===== config.mk =====
export PLATFORM = sky130hd
export DESIGN_NAME = sls_sequencer
export DESIGN_NICKNAME = d
export VERILOG_FILES = /design/src/hdl/sls_pkg.sv /design/src/hdl/sls_axil_slave.sv /design/src/hdl/sls_sequencer.sv
export VERILOG_INCLUDE_DIRS = /design/src /design/src/hdl
export SDC_FILE = /design/constraint.sdc
export NUM_CORES = 1
export LEC_CHECK = 0
export ABC_AREA = 0
export BUFFER_PORTS_ARGS = -buffer_cell sky130_fd_sc_hd__buf_2
export CAP_MARGIN = 15
export CORE_MARGIN = 1.5
export CORE_UTILIZATION = 54
export CTS_CLUSTER_SIZE = 40
export DETAILED_ROUTE_END_ITERATION = 7
export PLACE_DENSITY = 0.89
export SYNTH_ARGS = -nofsm -noshare
export SYNTH_HDL_FRONTEND = slang
export SYNTH_SLANG_ARGS = --single-unit

===== constraint.sdc =====
create_clock -name aclk -period 2.77 [get_ports aclk]
set_clock_uncertainty 0.15 [all_clocks]
set_input_delay 0.554 -clock aclk [delete_from_list [all_inputs] [get_ports aclk]]
set_output_delay 0.554 -clock aclk [all_outputs]
set_load 0.01 [all_outputs]

===== src/hdl/sls_consts.svh =====
// Purpose: Offsets, field positions and reset values of the step sequencer
// Assumes: 32-bit AXI4-Lite register bus, one aligned word per register
// Notes:   Included by bare name from every design file that needs it
`ifndef SLS_CONSTS_SVH
`define SLS_CONSTS_SVH
// Register byte offsets
`define SLS_ADDR_CTRL      4'h0
`define SLS_ADDR_STATUS    4'h4
`define SLS_ADDR_ERR       4'h8
`define SLS_ADDR_BITCLR    4'hC
// Control register fields and reset value
`define SLS_CTRL_ENABLE    0
`define SLS_CTRL_RETAIN    1
`define SLS_CTRL_RST       2'h1
// Error register fields
`define SLS_ERR_DBL        0
`define SLS_ERR_WORD       1
// Status register fields
`define SLS_STAT_CUR_LSB   16
`define SLS_STAT_IN_SEC    20
`define SLS_STAT_START     21
`define SLS_STAT_STEP_ON   22
// Bit address at which the scan engine maps the step-start flag
`define SLS_START_FLAG_BIT 16'h0411
// Bus responses
`define SLS_RESP_OKAY      2'h0
`define SLS_RESP_SLVERR    2'h2
`endif


===== src/hdl/sls_pkg.sv =====
// Purpose: Types shared by the step sequencer files
// Assumes: Nothing beyond the constants header
// Notes:   Enums carry no explicit codes
package sls_pkg;
    // Instruction class presented by the scan engine
    typedef enum logic [2:0] {
        SLS_OP_NONE,
        SLS_OP_STEP_DEF,
        SLS_OP_STEP_END,
        SLS_OP_STEP_ADV,
        SLS_OP_COIL
    } sls_op_e;
    // Gating mode of the section being scanned
    typedef enum logic [1:0] {
        SLS_GATE_RUN,
        SLS_GATE_LOCK,
        SLS_GATE_SKIP
    } sls_gate_e;
endpackage


===== src/hdl/sls_axil_slave.sv =====
// Purpose: AXI4-Lite slave front end, one write and one read at a time
// Assumes: Register decode and read data come from the parent
// Notes:   Address and data of a write may arrive in either order
`timescale 1ns/1ps
`include "sls_consts.svh"
module sls_axil_slave import sls_pkg::*; #(
    parameter int ADDR_W = 4
) (
    // Clock and reset
    input  wire logic              aclk,
    input  wire logic              aresetn,
    // AXI4-Lite channels
    input  wire logic [ADDR_W-1:0] awaddr,
    input  wire logic              awvalid,
    output logic                   awready,
    input  wire logic [31:0]       wdata,
    input  wire logic [3:0]        wstrb,
    input  wire logic              wvalid,
    output logic                   wready,
    output logic [1:0]             bresp,
    output logic                   bvalid,
    input  wire logic              bready,
    input  wire logic [ADDR_W-1:0] araddr,
    input  wire logic              arvalid,
    output logic                   arready,
    output logic [31:0]            rdata,
    output logic [1:0]             rresp,
    output logic                   rvalid,
    input  wire logic              rready,
    // Parent side
    output logic                   wr_en,
    output logic [ADDR_W-1:0]      wr_addr,
    output logic [31:0]            wr_data,
    output logic [3:0]             wr_strb,
    input  wire logic              wr_hit,
    output logic [ADDR_W-1:0]      rd_addr,
    input  wire logic [31:0]       rd_data,
    input  wire logic              rd_hit
);
    logic              aw_got_ff;  // Write address held
    logic              w_got_ff;   // Write data held
    logic              bvalid_ff;  // Write response pending
    logic              rvalid_ff;  // Read response pending
    logic [ADDR_W-1:0] addr_ff;    // Held write address
    logic [31:0]       data_ff;    // Held write data
    logic [3:0]        strb_ff;    // Held byte enables
    logic [1:0]        bresp_ff;   // Write response code
    logic [1:0]        rresp_ff;   // Read response code
    logic [31:0]       rdata_ff;   // Read data

    // Handshake decode
    wire aw_take = awvalid && awready;
    wire w_take  = wvalid && wready;
    wire ar_take = arvalid && arready;
    wire do_wr   = aw_got_ff && w_got_ff && !bvalid_ff;

    assign awready = !aw_got_ff && !bvalid_ff;
    assign wready  = !w_got_ff && !bvalid_ff;
    assign arready = !rvalid_ff;
    assign bvalid  = bvalid_ff;
    assign bresp   = bresp_ff;
    assign rvalid  = rvalid_ff;
    assign rresp   = rresp_ff;
    assign rdata   = rdata_ff;
    assign wr_en   = do_wr;
    assign wr_addr = addr_ff;
    assign wr_data = data_ff;
    assign wr_strb = strb_ff;
    assign rd_addr = araddr;

    // Write path: hold both halves, then commit and answer
    always_ff @(posedge aclk) begin
        if (!aresetn) begin
            aw_got_ff <= 1'b0;
            w_got_ff  <= 1'b0;
            bvalid_ff <= 1'b0;
            bresp_ff  <= `SLS_RESP_OKAY;
            addr_ff   <= '0;
            data_ff   <= 32'h0;
            strb_ff   <= 4'h0;
        end else begin
            if (aw_take) begin
                aw_got_ff <= 1'b1;
                addr_ff   <= awaddr;
            end
            if (w_take) begin
                w_got_ff <= 1'b1;
                data_ff  <= wdata;
                strb_ff  <= wstrb;
            end
            if (do_wr) begin
                aw_got_ff <= 1'b0;
                w_got_ff  <= 1'b0;
                bvalid_ff <= 1'b1;
                bresp_ff  <= wr_hit ? `SLS_RESP_OKAY : `SLS_RESP_SLVERR;
            end else if (bvalid_ff && bready) begin
                bvalid_ff <= 1'b0;
            end
        end
    end

    // Read path: capture decoded data on the address handshake
    always_ff @(posedge aclk) begin
        if (!aresetn) begin
            rvalid_ff <= 1'b0;
            rresp_ff  <= `SLS_RESP_OKAY;
            rdata_ff  <= 32'h0;
        end else if (ar_take) begin
            rvalid_ff <= 1'b1;
            rdata_ff  <= rd_hit ? rd_data : 32'h0;
            rresp_ff  <= rd_hit ? `SLS_RESP_OKAY : `SLS_RESP_SLVERR;
        end else if (rvalid_ff && rready) begin
            rvalid_ff <= 1'b0;
        end
    end
endmodule


===== src/hdl/sls_sequencer.sv =====
// Purpose: Step-ladder sequencing logic beside a scan engine
// Assumes: Engine presents one instruction per cycle, top to bottom
// Notes:   Engine applies the gating outputs to the instructions it runs
`timescale 1ns/1ps
`include "sls_consts.svh"
module sls_sequencer import sls_pkg::*; #(
    parameter int ADDR_W = 4,
    parameter int NBITS  = 16,
    parameter int BIT_W  = 4,
    parameter int WORD_W = 6
) (
    // Clock and reset
    input  wire logic              aclk,
    input  wire logic              aresetn,
    // AXI4-Lite register bus
    input  wire logic [ADDR_W-1:0] awaddr,
    input  wire logic              awvalid,
    output logic                   awready,
    input  wire logic [31:0]       wdata,
    input  wire logic [3:0]        wstrb,
    input  wire logic              wvalid,
    output logic                   wready,
    output logic [1:0]             bresp,
    output logic                   bvalid,
    input  wire logic              bready,
    input  wire logic [ADDR_W-1:0] araddr,
    input  wire logic              arvalid,
    output logic                   arready,
    output logic [31:0]            rdata,
    output logic [1:0]             rresp,
    output logic                   rvalid,
    input  wire logic              rready,
    // Scan engine instruction stream
    input  wire logic              scan_start,
    input  wire logic              instr_valid,
    input  sls_op_e                instr_op,
    input  wire logic [WORD_W-1:0] instr_word,
    input  wire logic [BIT_W-1:0]  instr_bit,
    input  wire logic              exec_cond,
    input  wire logic              power_restore,
    // Gating back to the scan engine
    output logic                   exec_en,
    output logic                   coil_force_off,
    output logic                   timer_reload,
    output logic                   count_hold,
    output logic                   step_start_flag,
    output logic [NBITS-1:0]       ctrl_bits
);
    logic [NBITS-1:0]  ctrl_ff;      // Step control bits
    logic [NBITS-1:0]  seen_ff;      // Bit value at last step define
    logic [NBITS-1:0]  step_use_ff;  // Bits used by step instr this scan
    logic [NBITS-1:0]  coil_use_ff;  // Bits used by coils this scan
    logic [WORD_W-1:0] word_ff;      // Word holding the control bits
    logic              word_set_ff;  // Word has been captured
    logic              in_sec_ff;    // Inside a step section
    sls_gate_e         mode_ff;      // Gating of the current section
    logic [BIT_W-1:0]  cur_bit_ff;   // Control bit of current section
    logic              start_ff;     // Step-start flag
    logic [1:0]        ctrl_reg_ff;  // Enable and retain settings
    logic              err_dbl_ff;   // Double output seen
    logic              err_word_ff;  // Control bits from two words
    logic              wr_en;
    logic [ADDR_W-1:0] wr_addr;
    logic [31:0]       wr_data;
    logic [3:0]        wr_strb;
    logic [ADDR_W-1:0] rd_addr;
    logic              wr_hit;       // Write address is writable
    logic              rd_hit;       // Read address is mapped
    logic [31:0]       rd_data;      // Decoded read data

    // Register bus front end
    sls_axil_slave #(.ADDR_W(ADDR_W)) sls_axil_slave_inst (
        .aclk    (aclk),
        .aresetn (aresetn),
        .awaddr  (awaddr),
        .awvalid (awvalid),
        .awready (awready),
        .wdata   (wdata),
        .wstrb   (wstrb),
        .wvalid  (wvalid),
        .wready  (wready),
        .bresp   (bresp),
        .bvalid  (bvalid),
        .bready  (bready),
        .araddr  (araddr),
        .arvalid (arvalid),
        .arready (arready),
        .rdata   (rdata),
        .rresp   (rresp),
        .rvalid  (rvalid),
        .rready  (rready),
        .wr_en   (wr_en),
        .wr_addr (wr_addr),
        .wr_data (wr_data),
        .wr_strb (wr_strb),
        .wr_hit  (wr_hit),
        .rd_addr (rd_addr),
        .rd_data (rd_data),
        .rd_hit  (rd_hit)
    );

    // Register decode
    wire sel_ctrl_w = wr_addr == `SLS_ADDR_CTRL;
    wire sel_err_w  = wr_addr == `SLS_ADDR_ERR;
    wire sel_clr_w  = wr_addr == `SLS_ADDR_BITCLR;
    assign wr_hit   = sel_ctrl_w || sel_err_w || sel_clr_w;
    wire rd_ctrl    = rd_addr == `SLS_ADDR_CTRL;
    wire rd_stat    = rd_addr == `SLS_ADDR_STATUS;
    wire rd_err     = rd_addr == `SLS_ADDR_ERR;
    wire rd_clr     = rd_addr == `SLS_ADDR_BITCLR;
    assign rd_hit   = rd_ctrl || rd_stat || rd_err || rd_clr;
    wire wr_ctrl    = wr_en && sel_ctrl_w && wr_strb[0];
    wire wr_err     = wr_en && sel_err_w && wr_strb[0];
    wire wr_clr     = wr_en && sel_clr_w;
    wire enable     = ctrl_reg_ff[`SLS_CTRL_ENABLE];
    wire retain     = ctrl_reg_ff[`SLS_CTRL_RETAIN];

    // Status word, unused bits read as zero
    wire [31:0] stat_w = {9'h0, (in_sec_ff && mode_ff == SLS_GATE_RUN),
                          start_ff, in_sec_ff, cur_bit_ff, ctrl_ff};
    assign rd_data = rd_ctrl ? {30'h0, ctrl_reg_ff} :
                     rd_stat ? stat_w :
                     rd_err  ? {30'h0, err_word_ff, err_dbl_ff} :
                     32'h0;

    // Instruction decode
    wire take     = instr_valid && enable;
    wire is_def   = take && instr_op == SLS_OP_STEP_DEF;
    wire is_end   = take && instr_op == SLS_OP_STEP_END;
    wire is_adv   = take && instr_op == SLS_OP_STEP_ADV;
    wire is_coil  = take && instr_op == SLS_OP_COIL;
    wire is_step  = is_def || is_adv;
    wire gate_on  = !in_sec_ff || mode_ff == SLS_GATE_RUN;
    wire [NBITS-1:0] hot = NBITS'(1) << instr_bit;
    wire [NBITS-1:0] cur_hot = (in_sec_ff && mode_ff == SLS_GATE_RUN) ?
                               NBITS'(1) << cur_bit_ff : '0;
    wire bit_on   = ctrl_ff[instr_bit];
    wire bit_was  = seen_ff[instr_bit];
    wire word_hit = instr_word == word_ff;

    wire adv_fire = is_adv && exec_cond && gate_on;
    wire [NBITS-1:0] adv_set = adv_fire ? hot : '0;
    wire [NBITS-1:0] adv_clr = adv_fire ? cur_hot : '0;
    // software turns a control bit off
    wire [NBITS-1:0] sw_clr = wr_clr ?
        {{8{wr_strb[1]}}, {8{wr_strb[0]}}} & wr_data[NBITS-1:0] : '0;
    // non-retentive bits lost on power restore
    wire [NBITS-1:0] pwr_clr = (power_restore && !retain) ? '1 : '0;
    // A set in the same cycle as any clear wins
    wire [NBITS-1:0] nxt_ctrl = (ctrl_ff & ~(adv_clr | sw_clr | pwr_clr))
                                | adv_set;

    // section gating from current and previous bit
    wire sls_gate_e nxt_mode = bit_on  ? SLS_GATE_RUN :
                               bit_was ? SLS_GATE_LOCK : SLS_GATE_SKIP;

    // ordinary coil meets a step bit in either order, advances included
    wire dbl_set = word_set_ff && word_hit &&
                   ((is_coil && |(hot & step_use_ff)) ||
                    (is_step && |(hot & coil_use_ff)));
    // control bits must share one word
    wire word_set_err = is_step && word_set_ff && !word_hit;

    assign ctrl_bits       = ctrl_ff;
    assign step_start_flag = start_ff;
    assign exec_en         = gate_on;
    assign coil_force_off  = in_sec_ff && mode_ff == SLS_GATE_LOCK;
    assign timer_reload    = in_sec_ff && mode_ff == SLS_GATE_LOCK;
    // counters, shifters, latches hold when not running
    assign count_hold      = !gate_on;

    // Control bits and their last-seen copy
    always_ff @(posedge aclk) begin
        if (!aresetn) begin
            ctrl_ff <= '0;
            seen_ff <= '0;
        end else begin
            ctrl_ff <= nxt_ctrl;
            if (power_restore && !retain)
                seen_ff <= '0;
            else if (is_def)
                seen_ff[instr_bit] <= bit_on;
        end
    end

    always_ff @(posedge aclk) begin
        if (!aresetn || scan_start) begin
            in_sec_ff  <= 1'b0;
            mode_ff    <= SLS_GATE_RUN;
            cur_bit_ff <= '0;
        end else if (is_def) begin
            in_sec_ff  <= 1'b1;
            mode_ff    <= nxt_mode;
            cur_bit_ff <= instr_bit;
        end else if (is_end) begin
            in_sec_ff  <= 1'b0;
            mode_ff    <= SLS_GATE_RUN;
        end
    end

    // start flag for the rest of this scan
    always_ff @(posedge aclk) begin
        if (!aresetn)
            start_ff <= 1'b0;
        else if (is_def && bit_on && !bit_was)
            start_ff <= 1'b1;
        else if (scan_start)
            start_ff <= 1'b0;
    end

    // Per-scan usage masks for the double output check
    always_ff @(posedge aclk) begin
        if (!aresetn || scan_start) begin
            step_use_ff <= '0;
            coil_use_ff <= '0;
        end else if (is_step && (word_hit || !word_set_ff)) begin
            step_use_ff <= step_use_ff | hot;
        end else if (is_coil && word_hit) begin
            coil_use_ff <= coil_use_ff | hot;
        end
    end

    // Word of the control bits, caught on first step instruction
    always_ff @(posedge aclk) begin
        if (!aresetn) begin
            word_ff     <= '0;
            word_set_ff <= 1'b0;
        end else if (is_step && !word_set_ff) begin
            word_ff     <= instr_word;
            word_set_ff <= 1'b1;
        end
    end

    // Settings and sticky errors, write one to clear, set wins
    always_ff @(posedge aclk) begin
        if (!aresetn) begin
            ctrl_reg_ff <= `SLS_CTRL_RST;
            err_dbl_ff  <= 1'b0;
            err_word_ff <= 1'b0;
        end else begin
            if (wr_ctrl)
                ctrl_reg_ff <= wr_data[1:0];
            if (dbl_set)
                err_dbl_ff <= 1'b1;
            else if (wr_err && wr_data[`SLS_ERR_DBL])
                err_dbl_ff <= 1'b0;
            if (word_set_err)
                err_word_ff <= 1'b1;
            else if (wr_err && wr_data[`SLS_ERR_WORD])
                err_word_ff <= 1'b0;
        end
    end

    // Checks on gating, start flag, double output and power loss
    adv_sets_bit_a: assert property (
        @(posedge aclk) disable iff (!aresetn)
        adv_fire |=> ctrl_ff[$past(instr_bit)])
        else $error("advance did not set its control bit");

    adv_ends_cur_a: assert property (
        @(posedge aclk) disable iff (!aresetn)
        adv_fire && cur_hot != '0 && cur_bit_ff != instr_bit
        |=> !ctrl_ff[$past(cur_bit_ff)])
        else $error("advance left the current step running");

    lock_on_drop_a: assert property (
        @(posedge aclk) disable iff (!aresetn)
        is_def && !bit_on && bit_was && !scan_start
        |=> coil_force_off && timer_reload && !exec_en)
        else $error("dropped step not interlocked");

    skip_when_off_a: assert property (
        @(posedge aclk) disable iff (!aresetn)
        is_def && !bit_on && !bit_was && !scan_start
        |=> !exec_en && !coil_force_off)
        else $error("idle step not skipped");

    run_when_on_a: assert property (
        @(posedge aclk) disable iff (!aresetn)
        is_def && bit_on |=> exec_en && !coil_force_off)
        else $error("active step not executing");

    keep_counters_a: assert property (
        @(posedge aclk) disable iff (!aresetn)
        coil_force_off |-> count_hold && !exec_en)
        else $error("counters not held on completion");

    end_stepping_a: assert property (
        @(posedge aclk) disable iff (!aresetn)
        is_end |=> exec_en && !in_sec_ff)
        else $error("stepping did not end");

    start_flag_a: assert property (
        @(posedge aclk) disable iff (!aresetn)
        $rose(start_ff) |-> $past(is_def && bit_on && !bit_was))
        else $error("start flag without a step start");

    start_one_scan_a: assert property (
        @(posedge aclk) disable iff (!aresetn)
        scan_start && !is_def |=> !start_ff)
        else $error("start flag outlived its scan");

    branch_no_err_a: assert property (
        @(posedge aclk) disable iff (!aresetn)
        is_adv && (hot & coil_use_ff) == '0 && !err_dbl_ff
        |=> !err_dbl_ff)
        else $error("branch flagged as double output");

    dbl_out_err_a: assert property (
        @(posedge aclk) disable iff (!aresetn)
        is_coil && word_set_ff && word_hit && |(hot & step_use_ff)
        |=> err_dbl_ff)
        else $error("double output not flagged");

    power_lose_a: assert property (
        @(posedge aclk) disable iff (!aresetn)
        power_restore && !retain && !adv_fire |=> ctrl_ff == '0)
        else $error("non-retentive bits survived power");
endmodule


==> results of run 1 <==
registers in the layout, indices dropped and copies added, names as in the netlist, 6 cells and up:
name	count
word_ff	6
seen_ff	16
step_use_ff	16
sls_axil_slave_inst.wr_data	16
coil_use_ff	16
ctrl_bits	16
sls_axil_slave_inst.rdata	23
per-layer routing:
metal	vias up	GRT usage, %	share of wire, %
li1	2610	-	-
met1	2657	33.2	38
met2	334	49.0	48
met3	89	6.39	7.9
met4	0	18.0	5.6
met5	-	0	0
cell usage in the layout, fill, tap and decap left out, drive strengths merged, types with 3 or more instances in the layout:
cell and n:
dfxtp 134, buf 121, nand2 97, nor2 72
nor2b 32, a21oi 30, a22oi 27, nand3 26
mux2i 26, a21boi 26, o21ai 22, a31oi 18
clkbuf 18, nand2b 13, nor3 13, conb 11
inv 11, mux4 8, o32ai 7, o22ai 6
nand4 6, xnor2 6, nand3b 5, and2 5
bufinv 5, o31ai 4, o21a 3, nor3b 3
o2111ai 3, nor4 3, nand4b 3, clkinv 3
worst reg2reg max path, cell delays in order (launching register included):
cell and delay, ns:
dfxtp_1 0.38, nor3b_1 0.34, nor4b_2 0.45, or3b_1 0.45, nor3_1 0.20, o22ai_1 0.11
metrics by stage:
stage / worst slack, ns / instance area [um^2] / power [mW] / cells / utilization (%)
2_1_floorplan: 0.590 / 6040 / 2.24 / 703 / -
3_3_place_gp: 0.315 / 6580 / 2.34 / 903 / 60.7
3_5_place_dp: 0.275 / 6580 / 2.34 / 903 / 60.7
4_1_cts: 0.558 / 7230 / 4.76 / 935 / 66.7
5_1_grt: 0.413 / 7230 / 4.89 / 935 / 66.7
6_report: 0.553 / 7230 / 4.78 / 935 / 66.7
kinds of logic after synthesis:
family / Yosys count
compound gates: 158
xor+xnor: 7
buf+inv: 68
flops: 134
mux: 36
other cells: 1
simple gates: 289
path summary, 6_finish.rpt:
check / end / slack [ns] / start / cells after the start
max reg2reg: ctrl_bits[0]$_SDFF_PN0_ / 0.55 / in_sec_ff$_SDFFE_PP0P_ / 5
min reg2reg: coil_use_ff[5]$_SDFFE_PP0P_ / 0.31 / coil_use_ff[5]$_SDFFE_PP0P_ / 2
min: sls_axil_slave_inst.wr_data[7]$_SDFFE_PN0P_ / 0.12 / wdata[7] / 3
max: ctrl_bits[0]$_SDFF_PN0_ / 0.55 / in_sec_ff$_SDFFE_PP0P_ / 5
final cells by class:
type,count,area share [%]
Clock buffer,18,5.92
Tap cell,140,2.42
Multi-Input combinational cell,501,42.1
Timing Repair Buffer,121,9.10
Clock inverter,14,3.03
Sequential cell,134,37.1
Inverter,7,0.363
power groups by stage:
| stage | clock, mW | sequential, mW | combinational, mW |
|---|---|---|---|
| after floorplan | 0 | 2.03 | 0.218 |
| after global placement | 0 | 2.03 | 0.307 |
| after detailed placement | 0 | 2.03 | 0.312 |
| after CTS | 2.45 | 1.99 | 0.321 |
| after global routing | 2.54 | 1.99 | 0.354 |
| final | 2.46 | 1.99 | 0.328 |
==> impl_metrics.yaml, run 1 <==
outcome:
  outcome: "completed"
yosys:
  synth.most_common_cell: "dfxtp_1"
  synth_xor_area_share_pct: 1.02
  async_flop_share_pct: 0
  ys_dominant_reg_cell: "dfxtp_1"
  synth_seq_cells: 134
  yosysWarningCount: 0
  synth_area_per_cell_um2: 8.66
  synth_top_area_cell: "dfxtp_1"
  synthMuxAreaShare_pct: 7.71
  synth_cell_types: 62
  synth-compound-area-share_pct: 17.8
  synth-simple-area-share_pct: 23.5
  synth_top_family_by_area: "simple AND/OR/NAND/NOR gates"
  ys_seq_area_share_pct: 44.7
  yosys-top-cells-count: "dfxtp_1 (134), nand2_1 (97), nor2_1 (72)"
  synth_area_leaders: "dfxtp_1 (45%), nand2_1 (6.1%), nor2_1 (4.5%)"
  synth_top_area_share_pct: 44.7
  syn_area_um2: 6000
  synth_fa_ha_area_share_pct: 0
  synth_edf_count: 0
  netlist_instances: 693
layout:
  area_growth_pct: 20.5
  nNetsFinal: 850
  nFillCells: 777
  drive_above_1_share_pct: 21.4
  diodes: 0
  multi_input_area_um2: 3040
  final-seq-area_um2: 2680
global_routing:
  grt_overflow_total: 0
  grt_pass1_wl_um: 26100
  grt_pass1_vias: 5291
  antenna_found_initial: 0
  grt_max_degree: 53
  grtUsageTotal_pct: 29.0
routing:
  num_vias: 5690
  ant_nets: 0
  drc: 0
  vias_per_cell: 6.09
  drt_iter0_markers: 584
  wl_per_cell_um: 18.0
  first_pass_iters: 7
  wirelength_um: 16800
sta:
  fmax_mhz: 451
  relSlewSlack_pct: 19.4
  finalCriticalPeriod_ns: 2.22
  finalMaxSlewViolations: 0
  hold_violations: 0
  finalSetupViolCount: 0
  tns_ns: 0
  whs_ns: 0.121
  rsz0062_at_grt: "no"
  max_slew.worst_pin.slew_ns: 1.20
  fin_crit_sh_pct: 80.0
cts:
  clkTransAtPathRegs_ns: 0.06
  cts-buffers-inserted: 17
  cts.sinks: 134
  htreeDepth: 4
  clockBufferDepth: 2
  cts_resized: 0
  tritoncts: "yes"
  post_cts_buffers: 0
  postCtsHoldBufs: 0
  insertion_delay_ns: 0.53
  clock-root-buffer: "clkbuf_8"
run:
  cap_violations: 0
critical_path:
  critical_path_required_ns: 3.01
  cp_max_fo: 5
  critPathTopFamily: "simple AND/OR/NAND/NOR gates"
  setup.worst_path.end_class: "flop"
  cp_slowest_cell: "nor4b_2"
  crit_chain: "nor3b_1, nor4b_2, or3b_1, nor3_1, o22ai_1"
  crit_type: "flop to flop"
  crit_path_max_incr_delay_ns: 0.45
  critPathBufInv: 0
  start_kind: "flop"
  arrival_ns: 2.46
die:
  rows: 38
  dieArea_um2: 11800
  die_x_um: 108
  ios: 130
  initial_core_util_pct: 55.4
  fp.dieH_um: 108
  core_um2: 10800
place:
  dp_hpwl_um: 10800
  port-buffer-count: 100
  gp_congestion: 0.914
worst_hold_path:
  hold_path.class: "input pin to flop"
power:
  leakagePower_nw: 2.84
  internal-power_mw: 3.67
  powerDensity_nw_per_um2: 661
  p_switching_mw: 1.12
  clockPowerShare_pct: 51.5
  power_frac_seq_pct: 41.7
  peakVddDrop_mv: 0.441
  netSwitchingFraction_pct: 23.3
  combinationalPowerShare_pct: 6.9
(Power assumes the default switching activity.)
==> run 2: changes to the inputs <==
Settings changed: CORE_UTILIZATION 54 to 49, PLACE_DENSITY 0.89 to 0.86.
Clock period 2.77 ns to 1.9 ns, I/O delays scaled along.
==> impl_metrics.yaml, run 2 (synthesis results as in run 1) <==
outcome:
  outcome: "finished with violations"
  violations: "negative setup slack"
layout:
  finalInstanceArea_um2: 7890
  largest_register_ffs: 23
  final_cell_mix: "dfxtp_1 (130), buf_2 (102), nand2_1 (97), buf_4 (84), nor2_1 (72)"
  diodes: 0
  drive_above_1_share_pct: 29.5
  final_cells: 1012
  area_growth_pct: 31.5
  post-route-util_pct: 66.0
  nNetsFinal: 921
  layout_commonest_cell: "dfxtp_1"
cts:
  tritoncts: "yes"
  clock-root-buffer: "clkbuf_16"
  htreeDepth: 4
  clockBufferDepth: 2
  clkTransAtPathRegs_ns: 0.06
  postCtsHoldBufs: 0
  cts-buffers-inserted: 17
  cts.sinks: 134
  insertion_delay_ns: 0.42
power:
  netSwitchingFraction_pct: 23.0
  peakVddDrop_mv: 0.530
  power_frac_seq_pct: 42.1
  p_switching_mw: 1.58
  leakagePower_nw: 3.22
  internal-power_mw: 5.32
  clockPowerShare_pct: 50.0
  combinationalPowerShare_pct: 8.0
  powerDensity_nw_per_um2: 874
  totalPowerFinal_mw: 6.90
critical_path:
  arrival_ns: 2.11
  start_kind: "flop"
  worstReg2RegStart: "in_sec_ff$_SDFFE_PP0P_"
  setup.worst_path.end_class: "flop"
  worstSetupEndpoint: "ctrl_bits[10]$_SDFF_PN0_"
  rr_endpoint: "ctrl_bits[10]$_SDFF_PN0_"
  crit_type: "flop to flop"
  r2r_slack_ns: -0.06
  cp.depth: 6
  cp_max_fo: 5
  crit_path_max_incr_delay_ns: 0.39
  cp_slowest_cell: "dfxtp_2"
  crit_chain: "nor3b_2, nor4b_4, buf_4, nand3b_1, o2111ai_2, o31ai_1"
  critPathTopFamily: "simple AND/OR/NAND/NOR gates"
  reg2reg_depth: 6
  critPathBufInv: 1
  critical_path_required_ns: 2.05
  crit_start: "in_sec_ff$_SDFFE_PP0P_"
routing:
  wirelength_um: 18200
  drc: 0
  wl_per_cell_um: 18.0
  ant_nets: 0
  num_vias: 5999
  first_pass_iters: 6
  drt_iter0_markers: 630
  vias_per_cell: 5.93
place:
  place_ws_ns: -0.358
  port-buffer-count: 100
  placedCellCount: 978
  dp_hpwl_um: 12200
  placed_area_um2: 7190
  gp_congestion: 0.919
die:
  die_x_um: 114
  fp.dieH_um: 114
  ios: 130
  rows: 40
  core_um2: 12000
  dieArea_um2: 12900
  initial_core_util_pct: 50.2
sta:
  rsz0062_at_grt: "yes"
  fmax_mhz: 510
  max_slew.worst_pin.slew_ns: 1.21
  finalMaxSlewViolations: 0
  fin_crit_sh_pct: 103
  relSlewSlack_pct: 18.5
  hold_violations: 0
  finalSetupViolCount: 9
  worst_slack_ns: -0.0611
  finalCriticalPeriod_ns: 1.96
global_routing:
  grt_overflow_total: 0
  antenna_found_initial: 0
  grt_pass1_vias: 5635
  grt_max_degree: 53
  grtUsageTotal_pct: 28.4
  grt_pass1_wl_um: 28500
run:
  cap_violations: 0
worst_hold_path:
  hold_path.class: "input pin to flop"
run 2: cell types whose count changed in the layout (fill, tap and decap cells not counted), sizes merged:
cell      before  now
bufinv         5    4
clkbuf        18   19
buf          121  192
clkinv         3    6
clkinvlp       2    1
inv           11    8
run 2: how the worst min path moves through the flow:
stage | start | endpoint | cells past startpoint
after floorplan | coil_use_ff[5]$_SDFFE_PP0P_ | coil_use_ff[5]$_SDFFE_PP0P_ | 2
after global placement | step_use_ff[0]$_SDFFE_PP0P_ | step_use_ff[0]$_SDFFE_PP0P_ | 2
after detailed placement | step_use_ff[8]$_SDFFE_PP0P_ | step_use_ff[8]$_SDFFE_PP0P_ | 2
after CTS | wstrb[0] | sls_axil_slave_inst.wr_strb[0]$_SDFFE_PN0P_ | 3
after global routing | rready | sls_axil_slave_inst.rvalid$_SDFFE_PN0P_ | 3
final | wstrb[0] | sls_axil_slave_inst.wr_strb[0]$_SDFFE_PN0P_ | 3
run 2: timing repair:
item,CTS,global route
gates cloned,0,2
setup buffers,1,0
endpoints found under the setup margin,13,17
pin swaps,3,3
resized for setup,9,10
run 2: worst reg2reg max path, stage by stage (launching register included):
cell and delay (ns):
dfxtp_2 0.39, nor3b_2 0.24, nor4b_4 0.30, buf_4 0.18, nand3b_1 0.21, o2111ai_2 0.28
o31ai_1 0.10
run 2: area by class of cell:
class | instances | area, um^2
clock buffer | 19 | 443
tap | 147 | 184
fill | 869 | 4070
sequential | 134 | 2690
inverter | 7 | 26.3
multi-input combinational | 501 | 3120
timing repair buffer | 192 | 1250
clock inverter | 12 | 178
run 2: stage by stage:
stage	hold slack (ns)	setup TNS [ns]
5_1_grt	0.0601	-1.09
2_1_floorplan	0.278	-0.325
6_report	0.0532	-0.274
4_1_cts	0.0547	0
3_3_place_gp	0.291	-4.74
3_5_place_dp	0.306	-6.31
run 2: layer usage:
metal	GRT usage [%]	share of wire, %
met1	34.8	39
met2	47.6	48
met3	6.70	9.1
met4	12.6	4.1
met5	0	0
run 2: power by group through the flow:
stage	clock network, mW	registers (mW)	logic [mW]
after floorplan	0	2.95	0.324
after global placement	0	2.96	0.523
after detailed placement	0	2.96	0.534
after CTS	3.46	2.90	0.541
after global routing	3.59	2.91	0.595
final	3.45	2.90	0.551
